### src/common/mpp_pkg.sv
// Constants and types shared by the multi-port pin control block.
// Assumes a 32-bit AHB-Lite bus with word-aligned registers.
package mpp_pkg;

	// Register indices; byte address is four times the index
	localparam logic [5:0] IDX_D_PIN = 6'h10;
	localparam logic [5:0] IDX_D_DIR = 6'h11;
	localparam logic [5:0] IDX_D_LATCH = 6'h12;
	localparam logic [5:0] IDX_C_PIN = 6'h13;
	localparam logic [5:0] IDX_C_DIR = 6'h14;
	localparam logic [5:0] IDX_C_LATCH = 6'h15;
	localparam logic [5:0] IDX_B_PIN = 6'h16;
	localparam logic [5:0] IDX_B_DIR = 6'h17;
	localparam logic [5:0] IDX_B_LATCH = 6'h18;

	// Port widths
	localparam int SMALL_W = 6;
	localparam int WIDE_W = 8;

	// Values after reset
	localparam logic [5:0] SMALL_RST = 6'h00;
	localparam logic [7:0] WIDE_RST = 8'h00;
	localparam logic [31:0] RDATA_RST = 32'h00000000;

	// First port alternate pins
	localparam int SCK_BIT = 5;
	localparam int MISO_BIT = 4;
	localparam int MOSI_BIT = 3;
	localparam int SS_BIT = 2;
	localparam int OC_BIT = 1;
	localparam int CAPT_BIT = 0;

	// Wide port alternate pins
	localparam int RXD_BIT = 0;
	localparam int TXD_BIT = 1;
	localparam int IRQ0_BIT = 2;
	localparam int IRQ1_BIT = 3;
	localparam int CNT0_BIT = 4;
	localparam int CNT1_BIT = 5;
	localparam int CMP_POS_BIT = 6;
	localparam int CMP_NEG_BIT = 7;

	// Synchroniser depth in cycles
	localparam int SYNC_STAGES = 2;

	// Bus data-phase states
	typedef enum logic [1:0] {
		MPP_IDLE,
		MPP_WR,
		MPP_RD_WAIT,
		MPP_RD
	} mpp_bus_t;

endpackage

### src/core/mpp_top.sv
// Three-port pin control with AHB-Lite register access.
// Assumes a single AHB-Lite master, word transfers, pads resolved outside.
//
// The AHB-Lite register port is this design's own decision.
`timescale 1ns/100ps
module mpp_top (
	// Clock and reset
	input wire logic hclk,
	input wire logic hresetn,
	// AHB-Lite slave
	input wire logic hsel,
	input wire logic [31:0] haddr,
	input wire logic [1:0] htrans,
	input wire logic hwrite,
	input wire logic [2:0] hsize,
	input wire logic [31:0] hwdata,
	input wire logic hready,
	output logic hreadyout,
	output logic [31:0] hrdata,
	output logic hresp,
	// First port pads
	input wire logic [5:0] pb_pin_in,
	output logic [5:0] pb_pin_out,
	output logic [5:0] pb_oe_n,
	output logic [5:0] pb_pullup,
	// Second port pads
	input wire logic [5:0] pc_pin_in,
	output logic [5:0] pc_pin_out,
	output logic [5:0] pc_oe_n,
	output logic [5:0] pc_pullup,
	// Third port pads
	input wire logic [7:0] pd_pin_in,
	output logic [7:0] pd_pin_out,
	output logic [7:0] pd_oe_n,
	output logic [7:0] pd_pullup,
	// Peripheral controls
	input wire logic spi_enable,
	input wire logic spi_master,
	input wire logic spi_sck_out,
	input wire logic spi_mosi_out,
	input wire logic spi_miso_out,
	input wire logic compare_out_en,
	input wire logic compare_match_out,
	input wire logic uart_tx_en,
	input wire logic uart_txd,
	input wire logic uart_rx_en,
	input wire logic power_down,
	// Synchronised pin inputs to peripherals
	output logic capture_trigger_in,
	output logic spi_ss_n_in,
	output logic spi_sck_in,
	output logic spi_mosi_in,
	output logic spi_miso_in,
	output logic uart_rxd_in,
	output logic ext_irq_zero_in,
	output logic ext_irq_one_in,
	output logic counter_zero_clk_in,
	output logic counter_one_clk_in
);

	mpp_pkg::mpp_bus_t state;
	mpp_pkg::mpp_bus_t next_state;
	logic [7:0] addr_q;
	logic hi_ok;
	logic [5:0] b_dir;
	logic [5:0] b_latch;
	logic [5:0] c_dir;
	logic [5:0] c_latch;
	logic [7:0] d_dir;
	logic [7:0] d_latch;
	logic [5:0] pb_sync;
	logic [5:0] pc_sync;
	logic [7:0] pd_sync;
	logic [5:0] pc_level;
	logic [7:0] pd_level;
	logic [31:0] rd_val;

	// Bus decode
	wire take = hsel & htrans[1] & hready;
	wire [5:0] idx = addr_q[7:2];
	wire hit = hi_ok & (addr_q[1:0] == 2'h0);
	wire wr_en = (state == mpp_pkg::MPP_WR) & hit;
	// no write strobe for pin-level addresses
	wire wr_b_dir = wr_en & (idx == mpp_pkg::IDX_B_DIR);
	wire wr_b_latch = wr_en & (idx == mpp_pkg::IDX_B_LATCH);
	wire wr_c_dir = wr_en & (idx == mpp_pkg::IDX_C_DIR);
	wire wr_c_latch = wr_en & (idx == mpp_pkg::IDX_C_LATCH);
	wire wr_d_dir = wr_en & (idx == mpp_pkg::IDX_D_DIR);
	wire wr_d_latch = wr_en & (idx == mpp_pkg::IDX_D_LATCH);

	// One wait state on reads so a preceding write is always seen
	assign hreadyout = (state != mpp_pkg::MPP_RD_WAIT);
	assign hresp = 1'b0;

	always_comb begin
		next_state = state;
		case (state)
			mpp_pkg::MPP_RD_WAIT: next_state = mpp_pkg::MPP_RD;
			mpp_pkg::MPP_IDLE, mpp_pkg::MPP_WR, mpp_pkg::MPP_RD: begin
				if (take)
					next_state = hwrite ? mpp_pkg::MPP_WR : mpp_pkg::MPP_RD_WAIT;
				else
					next_state = mpp_pkg::MPP_IDLE;
			end
			default: next_state = mpp_pkg::MPP_IDLE;
		endcase
	end

	always_ff @(posedge hclk or negedge hresetn) begin
		if (!hresetn)
			state <= mpp_pkg::MPP_IDLE;
		else
			state <= next_state;
	end

	always_ff @(posedge hclk or negedge hresetn) begin
		if (!hresetn) begin
			addr_q <= 8'h00;
			hi_ok <= 1'b0;
		end else if (take) begin
			addr_q <= haddr[7:0];
			hi_ok <= (haddr[31:8] == 24'h000000);
		end
	end

	always_ff @(posedge hclk or negedge hresetn) begin
		if (!hresetn) begin
			b_dir <= mpp_pkg::SMALL_RST;
			b_latch <= mpp_pkg::SMALL_RST;
		end else begin
			if (wr_b_dir)
				b_dir <= hwdata[5:0];
			if (wr_b_latch)
				b_latch <= hwdata[5:0];
		end
	end

	always_ff @(posedge hclk or negedge hresetn) begin
		if (!hresetn) begin
			c_dir <= mpp_pkg::SMALL_RST;
			c_latch <= mpp_pkg::SMALL_RST;
		end else begin
			if (wr_c_dir)
				c_dir <= hwdata[5:0];
			if (wr_c_latch)
				c_latch <= hwdata[5:0];
		end
	end

	always_ff @(posedge hclk or negedge hresetn) begin
		if (!hresetn) begin
			d_dir <= mpp_pkg::WIDE_RST;
			d_latch <= mpp_pkg::WIDE_RST;
		end else begin
			if (wr_d_dir)
				d_dir <= hwdata[7:0];
			if (wr_d_latch)
				d_latch <= hwdata[7:0];
		end
	end

	assign rd_val = !hit ? 32'h00000000 :
		(idx == mpp_pkg::IDX_B_PIN) ? {26'h0000000, pb_sync} :
		(idx == mpp_pkg::IDX_B_DIR) ? {26'h0000000, b_dir} :
		(idx == mpp_pkg::IDX_B_LATCH) ? {26'h0000000, b_latch} :
		(idx == mpp_pkg::IDX_C_PIN) ? {26'h0000000, pc_level} :
		(idx == mpp_pkg::IDX_C_DIR) ? {26'h0000000, c_dir} :
		(idx == mpp_pkg::IDX_C_LATCH) ? {26'h0000000, c_latch} :
		(idx == mpp_pkg::IDX_D_PIN) ? {24'h000000, pd_level} :
		(idx == mpp_pkg::IDX_D_DIR) ? {24'h000000, d_dir} :
		(idx == mpp_pkg::IDX_D_LATCH) ? {24'h000000, d_latch} :
		32'h00000000;

	always_ff @(posedge hclk or negedge hresetn) begin
		if (!hresetn)
			hrdata <= mpp_pkg::RDATA_RST;
		else if (state == mpp_pkg::MPP_RD_WAIT)
			hrdata <= rd_val;
	end

	mpp_sync #(.W(mpp_pkg::SMALL_W)) u_sync_b (
		.hclk(hclk),
		.hresetn(hresetn),
		.async_in(pb_pin_in),
		.sync_out(pb_sync)
	);

	mpp_sync #(.W(mpp_pkg::SMALL_W)) u_sync_c (
		.hclk(hclk),
		.hresetn(hresetn),
		.async_in(pc_pin_in),
		.sync_out(pc_sync)
	);

	mpp_sync #(.W(mpp_pkg::WIDE_W)) u_sync_d (
		.hclk(hclk),
		.hresetn(hresetn),
		.async_in(pd_pin_in),
		.sync_out(pd_sync)
	);

	assign pc_level = pc_sync & ~{6{power_down}};
	// Comparator pins also carry analog levels, so they are cut too
	assign pd_level[5:0] = pd_sync[5:0];
	assign pd_level[mpp_pkg::CMP_POS_BIT] = pd_sync[mpp_pkg::CMP_POS_BIT] & ~power_down;
	assign pd_level[mpp_pkg::CMP_NEG_BIT] = pd_sync[mpp_pkg::CMP_NEG_BIT] & ~power_down;

	// First port overrides
	wire spi_slave = spi_enable & ~spi_master;
	wire spi_mst = spi_enable & spi_master;
	wire [5:0] b_force_in;
	wire [5:0] b_alt_sel;
	wire [5:0] b_alt_val;

	assign b_force_in[mpp_pkg::SCK_BIT] = spi_slave;
	assign b_force_in[mpp_pkg::MISO_BIT] = spi_mst;
	assign b_force_in[mpp_pkg::MOSI_BIT] = spi_slave;
	assign b_force_in[mpp_pkg::SS_BIT] = spi_slave;
	assign b_force_in[mpp_pkg::OC_BIT] = 1'b0;
	assign b_force_in[mpp_pkg::CAPT_BIT] = 1'b0;

	assign b_alt_sel[mpp_pkg::SCK_BIT] = spi_mst;
	assign b_alt_sel[mpp_pkg::MISO_BIT] = spi_slave;
	assign b_alt_sel[mpp_pkg::MOSI_BIT] = spi_mst;
	assign b_alt_sel[mpp_pkg::SS_BIT] = 1'b0;
	assign b_alt_sel[mpp_pkg::OC_BIT] = compare_out_en;
	assign b_alt_sel[mpp_pkg::CAPT_BIT] = 1'b0;

	assign b_alt_val[mpp_pkg::SCK_BIT] = spi_sck_out;
	assign b_alt_val[mpp_pkg::MISO_BIT] = spi_miso_out;
	assign b_alt_val[mpp_pkg::MOSI_BIT] = spi_mosi_out;
	assign b_alt_val[mpp_pkg::SS_BIT] = 1'b0;
	assign b_alt_val[mpp_pkg::OC_BIT] = compare_match_out;
	assign b_alt_val[mpp_pkg::CAPT_BIT] = 1'b0;

	// Wide port overrides
	wire [7:0] d_force_in;
	wire [7:0] d_force_out;
	wire [7:0] d_alt_sel;

	assign d_force_in = {7'h00, uart_rx_en};
	assign d_force_out = {6'h00, uart_tx_en, 1'b0};
	assign d_alt_sel = {6'h00, uart_tx_en, 1'b0};

	// pull-up kept by latch under force
	mpp_pin_cell #(.W(mpp_pkg::SMALL_W)) u_cell_b (
		.resetn(hresetn),
		.dir(b_dir),
		.latch(b_latch),
		.force_in(b_force_in),
		.force_out(6'h00),
		.alt_sel(b_alt_sel),
		.alt_val(b_alt_val),
		.pad_out(pb_pin_out),
		.pad_oe_n(pb_oe_n),
		.pullup_en(pb_pullup)
	);

	// outputs move only on software writes and reset
	mpp_pin_cell #(.W(mpp_pkg::SMALL_W)) u_cell_c (
		.resetn(hresetn),
		.dir(c_dir),
		.latch(c_latch),
		.force_in(6'h00),
		.force_out(6'h00),
		.alt_sel(6'h00),
		.alt_val(6'h00),
		.pad_out(pc_pin_out),
		.pad_oe_n(pc_oe_n),
		.pullup_en(pc_pullup)
	);

	mpp_pin_cell #(.W(mpp_pkg::WIDE_W)) u_cell_d (
		.resetn(hresetn),
		.dir(d_dir),
		.latch(d_latch),
		.force_in(d_force_in),
		.force_out(d_force_out),
		.alt_sel(d_alt_sel),
		.alt_val({6'h00, uart_txd, 1'b0}),
		.pad_out(pd_pin_out),
		.pad_oe_n(pd_oe_n),
		.pullup_en(pd_pullup)
	);

	// capture, SPI, UART, interrupt and counter inputs from synchronised levels
	assign capture_trigger_in = pb_sync[mpp_pkg::CAPT_BIT];
	assign spi_ss_n_in = pb_sync[mpp_pkg::SS_BIT];
	assign spi_sck_in = pb_sync[mpp_pkg::SCK_BIT];
	assign spi_mosi_in = pb_sync[mpp_pkg::MOSI_BIT];
	assign spi_miso_in = pb_sync[mpp_pkg::MISO_BIT];
	assign uart_rxd_in = pd_sync[mpp_pkg::RXD_BIT];
	assign ext_irq_zero_in = pd_sync[mpp_pkg::IRQ0_BIT];
	assign ext_irq_one_in = pd_sync[mpp_pkg::IRQ1_BIT];
	assign counter_zero_clk_in = pd_sync[mpp_pkg::CNT0_BIT];
	assign counter_one_clk_in = pd_sync[mpp_pkg::CNT1_BIT];
endmodule // mpp_top

### src/core/mpp_sync.sv
// Two-flop synchroniser for a vector of pin inputs.
// Assumes inputs are asynchronous to hclk.
`timescale 1ns/100ps
module mpp_sync #(
	parameter int W = 6
) (
	// Clock and reset
	input wire logic hclk,
	input wire logic hresetn,
	// Data
	input wire logic [W-1:0] async_in,
	output logic [W-1:0] sync_out
);

	logic [W-1:0] meta;

	always_ff @(posedge hclk or negedge hresetn) begin
		if (!hresetn) begin
			meta <= '0;
			sync_out <= '0;
		end else begin
			meta <= async_in;
			sync_out <= meta;
		end
	end

endmodule // mpp_sync

### src/core/mpp_pin_cell.sv
// Pad control for one port: direction, drive value and pull-up.
// Assumes direction and latch come from flops; reset gating is async.
`timescale 1ns/100ps
module mpp_pin_cell #(
	parameter int W = 6
) (
	// Reset
	input wire logic resetn,
	// Software settings
	input wire logic [W-1:0] dir,
	input wire logic [W-1:0] latch,
	// Alternate function overrides
	input wire logic [W-1:0] force_in,
	input wire logic [W-1:0] force_out,
	input wire logic [W-1:0] alt_sel,
	input wire logic [W-1:0] alt_val,
	// Pads
	output logic [W-1:0] pad_out,
	output logic [W-1:0] pad_oe_n,
	output logic [W-1:0] pullup_en
);

	wire [W-1:0] eff_dir;

	assign eff_dir = (dir | force_out) & ~force_in;
	assign pad_out = (alt_sel & alt_val) | (~alt_sel & latch);
	assign pad_oe_n = ~(eff_dir & {W{resetn}});
	assign pullup_en = ~eff_dir & latch & {W{resetn}};

endmodule // mpp_pin_cell

### config.mk
export PLATFORM = sky130hd
export DESIGN_NAME = mpp_top
export DESIGN_NICKNAME = d
export VERILOG_FILES = /design/src/common/mpp_pkg.sv /design/src/core/mpp_top.sv /design/src/core/mpp_sync.sv /design/src/core/mpp_pin_cell.sv
export SDC_FILE = /design/constraint.sdc
export NUM_CORES = 1
export LEC_CHECK = 0
export BUFFER_PORTS_ARGS = -buffer_cell sky130_fd_sc_hd__buf_2
export CAP_MARGIN = 20
export CELL_PAD_IN_SITES_DETAIL_PLACEMENT = 1
export CELL_PAD_IN_SITES_GLOBAL_PLACEMENT = 2
export CORE_ASPECT_RATIO = 1.1
export CORE_MARGIN = 3
export CORE_UTILIZATION = 28
export DETAILED_ROUTE_END_ITERATION = 16
export PLACE_DENSITY_LB_ADDON = 0.1
export SLEW_MARGIN = 20
export SYNTH_ARGS = -nofsm -noshare
export SYNTH_HDL_FRONTEND = slang
export SYNTH_SLANG_ARGS = --single-unit
### constraint.sdc
create_clock -name hclk -period 2.4 [get_ports hclk]
set_clock_uncertainty 0.05 [all_clocks]
set_input_delay 0.36 -clock hclk [delete_from_list [all_inputs] [get_ports hclk]]
set_output_delay 0.36 -clock hclk [all_outputs]
set_load 0.02 [all_outputs]
==> flow_metrics.py <==
metrics = {
    "status": {
        "status": "finished clean",
    },
    "run": {
        "number_of_max_capacitance_violations_reported": 0,
    },
    "die": {
        "io-pin-count": 209,
        "row_count": 48,
        "initial_core_util_pct": 28.8,
        "floorplan.core_area_sq_um": 15800,
        "width_of_the_die_um": 128,
        "fp.dieArea_sq_um": 17800,
        "die_height_um": 140,
    },
    "cells_and_area": {
        "finish.utilization_pct": 36.6,
        "antennaDiodeCount": 0,
        "layout_cells_sized_above_1_pct": 45.2,
        "finalNetCount": 642,
        "area.growth.synth_to_final_pct": 27.2,
    },
    "route": {
        "drt_pre_antenna_iters": 4,
        "first_iter_violations": 187,
        "detail_route.wl_per_cell_um": 18.9,
        "dr_total_vias": 3582,
        "antenna_left": 0,
        "total_wire_length_mm": 14.1,
        "post-route-drc-count": 0,
        "vias_per_inst": 4.83,
    },
    "global_routing": {
        "gr_ovfl_total": 0,
        "globalRouteTotalUtil_pct": 15.8,
        "grt_pass1_wl_mm": 21.6,
        "grt.busiest_layer": "met2",
        "gr-usage-met2_pct": 26.8,
        "antenna_found_initial": 0,
        "grtUsageMet1_pct": 20.2,
        "grt_max_degree": 58,
        "met3_usage_pct": 3.61,
        "first_global_vias": 3801,
    },
    "logic_synthesis": {
        "ys_seq_elements": 99,
        "syn-instance-count": 382,
        "synth_area_sq_um": 4550,
        "synth_sequential_area_ratio_pct": 54.5,
        "synth.lib_cells_used.distinct": 41,
        "avgSynthCellArea_sq_um": 11.9,
        "synth.yosys.warnings": 0,
    },
    "place": {
        "placed_wire_length_estimate_after_detailed_placement_mm": 10.7,
        "place.port_buffers": 155,
        "gpl.final_weighted_congestion": 0.772,
    },
    "timing": {
        "finalSetupViolations": 0,
        "fraction_of_the_cycle_the_final_worst_path_needs_pct": 92.4,
        "max_clock_freq_mhz": 451,
        "timing.final.crit_period_ns": 2.22,
        "rsz0062_at_grt": "false",
        "timing.final.max_slew_violations": 0,
        "timing_worst_slew_pin_value_ns": 0.761,
        "worst_hold_slack_ns": 0.0565,
        "timing.max_slew.rel_slack_pct": 48.9,
        "total_negative_setup_slack_ns": 0,
        "hold_viol_final": 0,
    },
    "clocking": {
        "tritoncts.num_buffers": 9,
        "clock-root-buffer": "clkbuf_16",
        "tritoncts_num_sinks": 99,
        "clock_latency_reported_for_the_late_side_of_the_worst_skew_pair_ns": 0.35,
        "worst_setup_hold_path_clk_slew_ns": 0.07,
        "clock_path_buffers": 2,
        "clock_tree_from_tritoncts": "built",
        "h_tree_depth": 3,
        "postCtsSetupBuffers": 0,
    },
    "critical_path": {
        "criticalPathCategory": "reg -> reg",
        "critical_path.startpoint_type": "flip-flop",
        "critical_path_peak_fanout": 9,
        "required_ns": 2.63,
        "end_kind": "flip-flop",
        "critical_path_data_arrival_time_ns": 2.45,
    },
    "worst_hold_path": {
        "min_delay_path_class": "in -> reg",
    },
    "power_and_ir_drop": {
        "cellPowerDensity_nw_per_um2": 682,
        "peakVddDrop_mv": 0.423,
        "report.power.total_mw": 3.94,
        "power.static_leakage_nw": 2.73,
    },
}
==> synthesized netlist by cell type <==
| master | count | area share [%] |
|---|---|---|
| mux2i_1 | 6 | 1.3 |
| a2111oi_0 | 6 | 1.2 |
| a21oi_1 | 9 | 0.99 |
| and3_1 | 2 | 0.28 |
| or4b_1 | 1 | 0.22 |
| buf_4 | 34 | 5.6 |
| nand2_1 | 30 | 2.5 |
| a221oi_1 | 2 | 0.39 |
| o21ai_0 | 5 | 0.55 |
| nand2b_1 | 4 | 0.55 |
| a22oi_1 | 6 | 0.99 |
| nand4bb_1 | 1 | 0.25 |
| clkbuf_1 | 12 | 0.99 |
| o221ai_1 | 6 | 1.2 |
| nand3_1 | 14 | 1.5 |
| conb_1 | 1 | 0.082 |
| or3_1 | 6 | 0.83 |
| inv_1 | 6 | 0.50 |
| and4b_1 | 1 | 0.22 |
| o31ai_1 | 1 | 0.17 |
| buf_1 | 2 | 0.17 |
| buf_2 | 2 | 0.22 |
| a311oi_1 | 6 | 1.2 |
| o21ai_1 | 6 | 0.66 |
| a221o_1 | 6 | 1.3 |
| mux2_2 | 53 | 13 |
| nor2b_1 | 10 | 1.4 |
| nand3b_1 | 1 | 0.17 |
| nor4b_2 | 2 | 0.66 |
| nor3_1 | 2 | 0.22 |
| nor3_2 | 1 | 0.22 |
| a22o_1 | 6 | 1.2 |
| dfrtp_1 | 99 | 54 |
| nor4b_1 | 1 | 0.19 |
| nand3_2 | 1 | 0.22 |
| nor4_1 | 6 | 0.83 |
| clkbuf_2 | 1 | 0.11 |
| nor2_1 | 10 | 0.83 |
| nand4_1 | 1 | 0.14 |
| and3b_2 | 1 | 0.22 |
| and3b_1 | 12 | 2.3 |
==> critical path: stages, from the launching register on <==
cell      delay (ns)
dfrtp_1         0.43
or4b_4          0.64
or3_1           0.37
a311oi_1        0.41
nor2_1          0.10
o21ai_1         0.13
==> final cells by class <==
| type | count | area [sq um] |
|---|---|---|
| Clock buffer | 9 | 225 |
| Clock inverter | 7 | 62.6 |
| Inverter | 6 | 22.5 |
| Multi-Input combinational cell | 250 | 1820 |
| Timing Repair Buffer | 171 | 926 |
| Sequential cell | 99 | 2480 |
| Tap cell | 200 | 250 |
| Fill cell | 1781 | 10000 |
==> power by group <==
group	leakage, nW	internal (mW)	switching, mW
sequential	1.18	1.77	0.109
clock	0.138	0.722	0.685
combinational	1.41	0.262	0.395
total	2.73	2.75	1.19
==> metrics by stage <==
step	worst slack (ns)	area [sq um]	cells
after detailed placement	0.0554	5480	725
final	0.182	5780	742
after global routing	0.0615	5780	742
after floorplan	0.480	4640	406
after global placement	0.0870	5480	725
after CTS	0.0309	5780	742
==> sequential cells by signal (all words and copies together) (netlist names), 8 cells and up <==
name and cells:
u_sync_d.sync_out 8, hrdata 8, addr_q 8, d_dir 8, u_sync_d.meta 8, d_latch 8
==> routing by layer <==
layer	vias to the layer above	share of wire, %
li1	1647	-
met1	1815	43
met2	107	50
met3	13	5.1
met4	0	1.2
met5	-	0
==> cells in the final DEF (no fill, tap or decap), types with 5 or more instances in the layout <==
master,netlist,routed
clkbuf_16,0,9
nand3_1,14,14
a221o_1,6,6
conb_1,1,25
mux2i_1,6,6
o221ai_1,6,6
o21ai_1,6,6
nor2_1,10,10
a311oi_1,6,6
buf_4,34,14
mux2_2,53,53
or3_1,6,6
a22o_1,6,6
buf_2,2,154
a21oi_1,9,9
o21ai_0,5,5
dfrtp_1,99,99
nor4_1,6,6
inv_1,6,6
and3b_1,12,12
nand2_1,30,30
nor2b_1,10,10
a2111oi_0,6,6
a22oi_1,6,6
==> worst paths after layout <==
path / from / cells after the start / slack (ns) / to
max: addr_q[7] / 5 / 0.18 / hrdata[1]
min: pc_pin_in[5] / 1 / 0.06 / u_sync_c.meta[5]
max reg2reg: addr_q[7] / 5 / 0.18 / hrdata[1]
min reg2reg: u_sync_c.meta[0] / 0 / 0.30 / u_sync_c.sync_out[0]
max in group asynchronous: hresetn / 4 / 1.09 / hrdata[3]
min in group asynchronous: hresetn / 3 / 0.49 / hrdata[6]
==> cells by family (layout without fill, tap and decap cells) <==
family	count (synthesis)	in the layout	share of synthesized area (%)
flip-flops	99	99	54.5
other	1	25	0.0825
multiplexers	59	59	14.4
buffers and inverters	57	193	7.59
AND/OR/NAND/NOR	107	107	13.7
AO/OA/AOI/OAI	59	59	9.68
==> repair_timing <==
action / in CTS / in global routing
hold buffers: 1 / 0
endpoints found under the setup margin: 0 / 2
gates resized for setup: 0 / 1
hold endpoints to repair: 69 / 0
(Power assumes the default switching activity.)
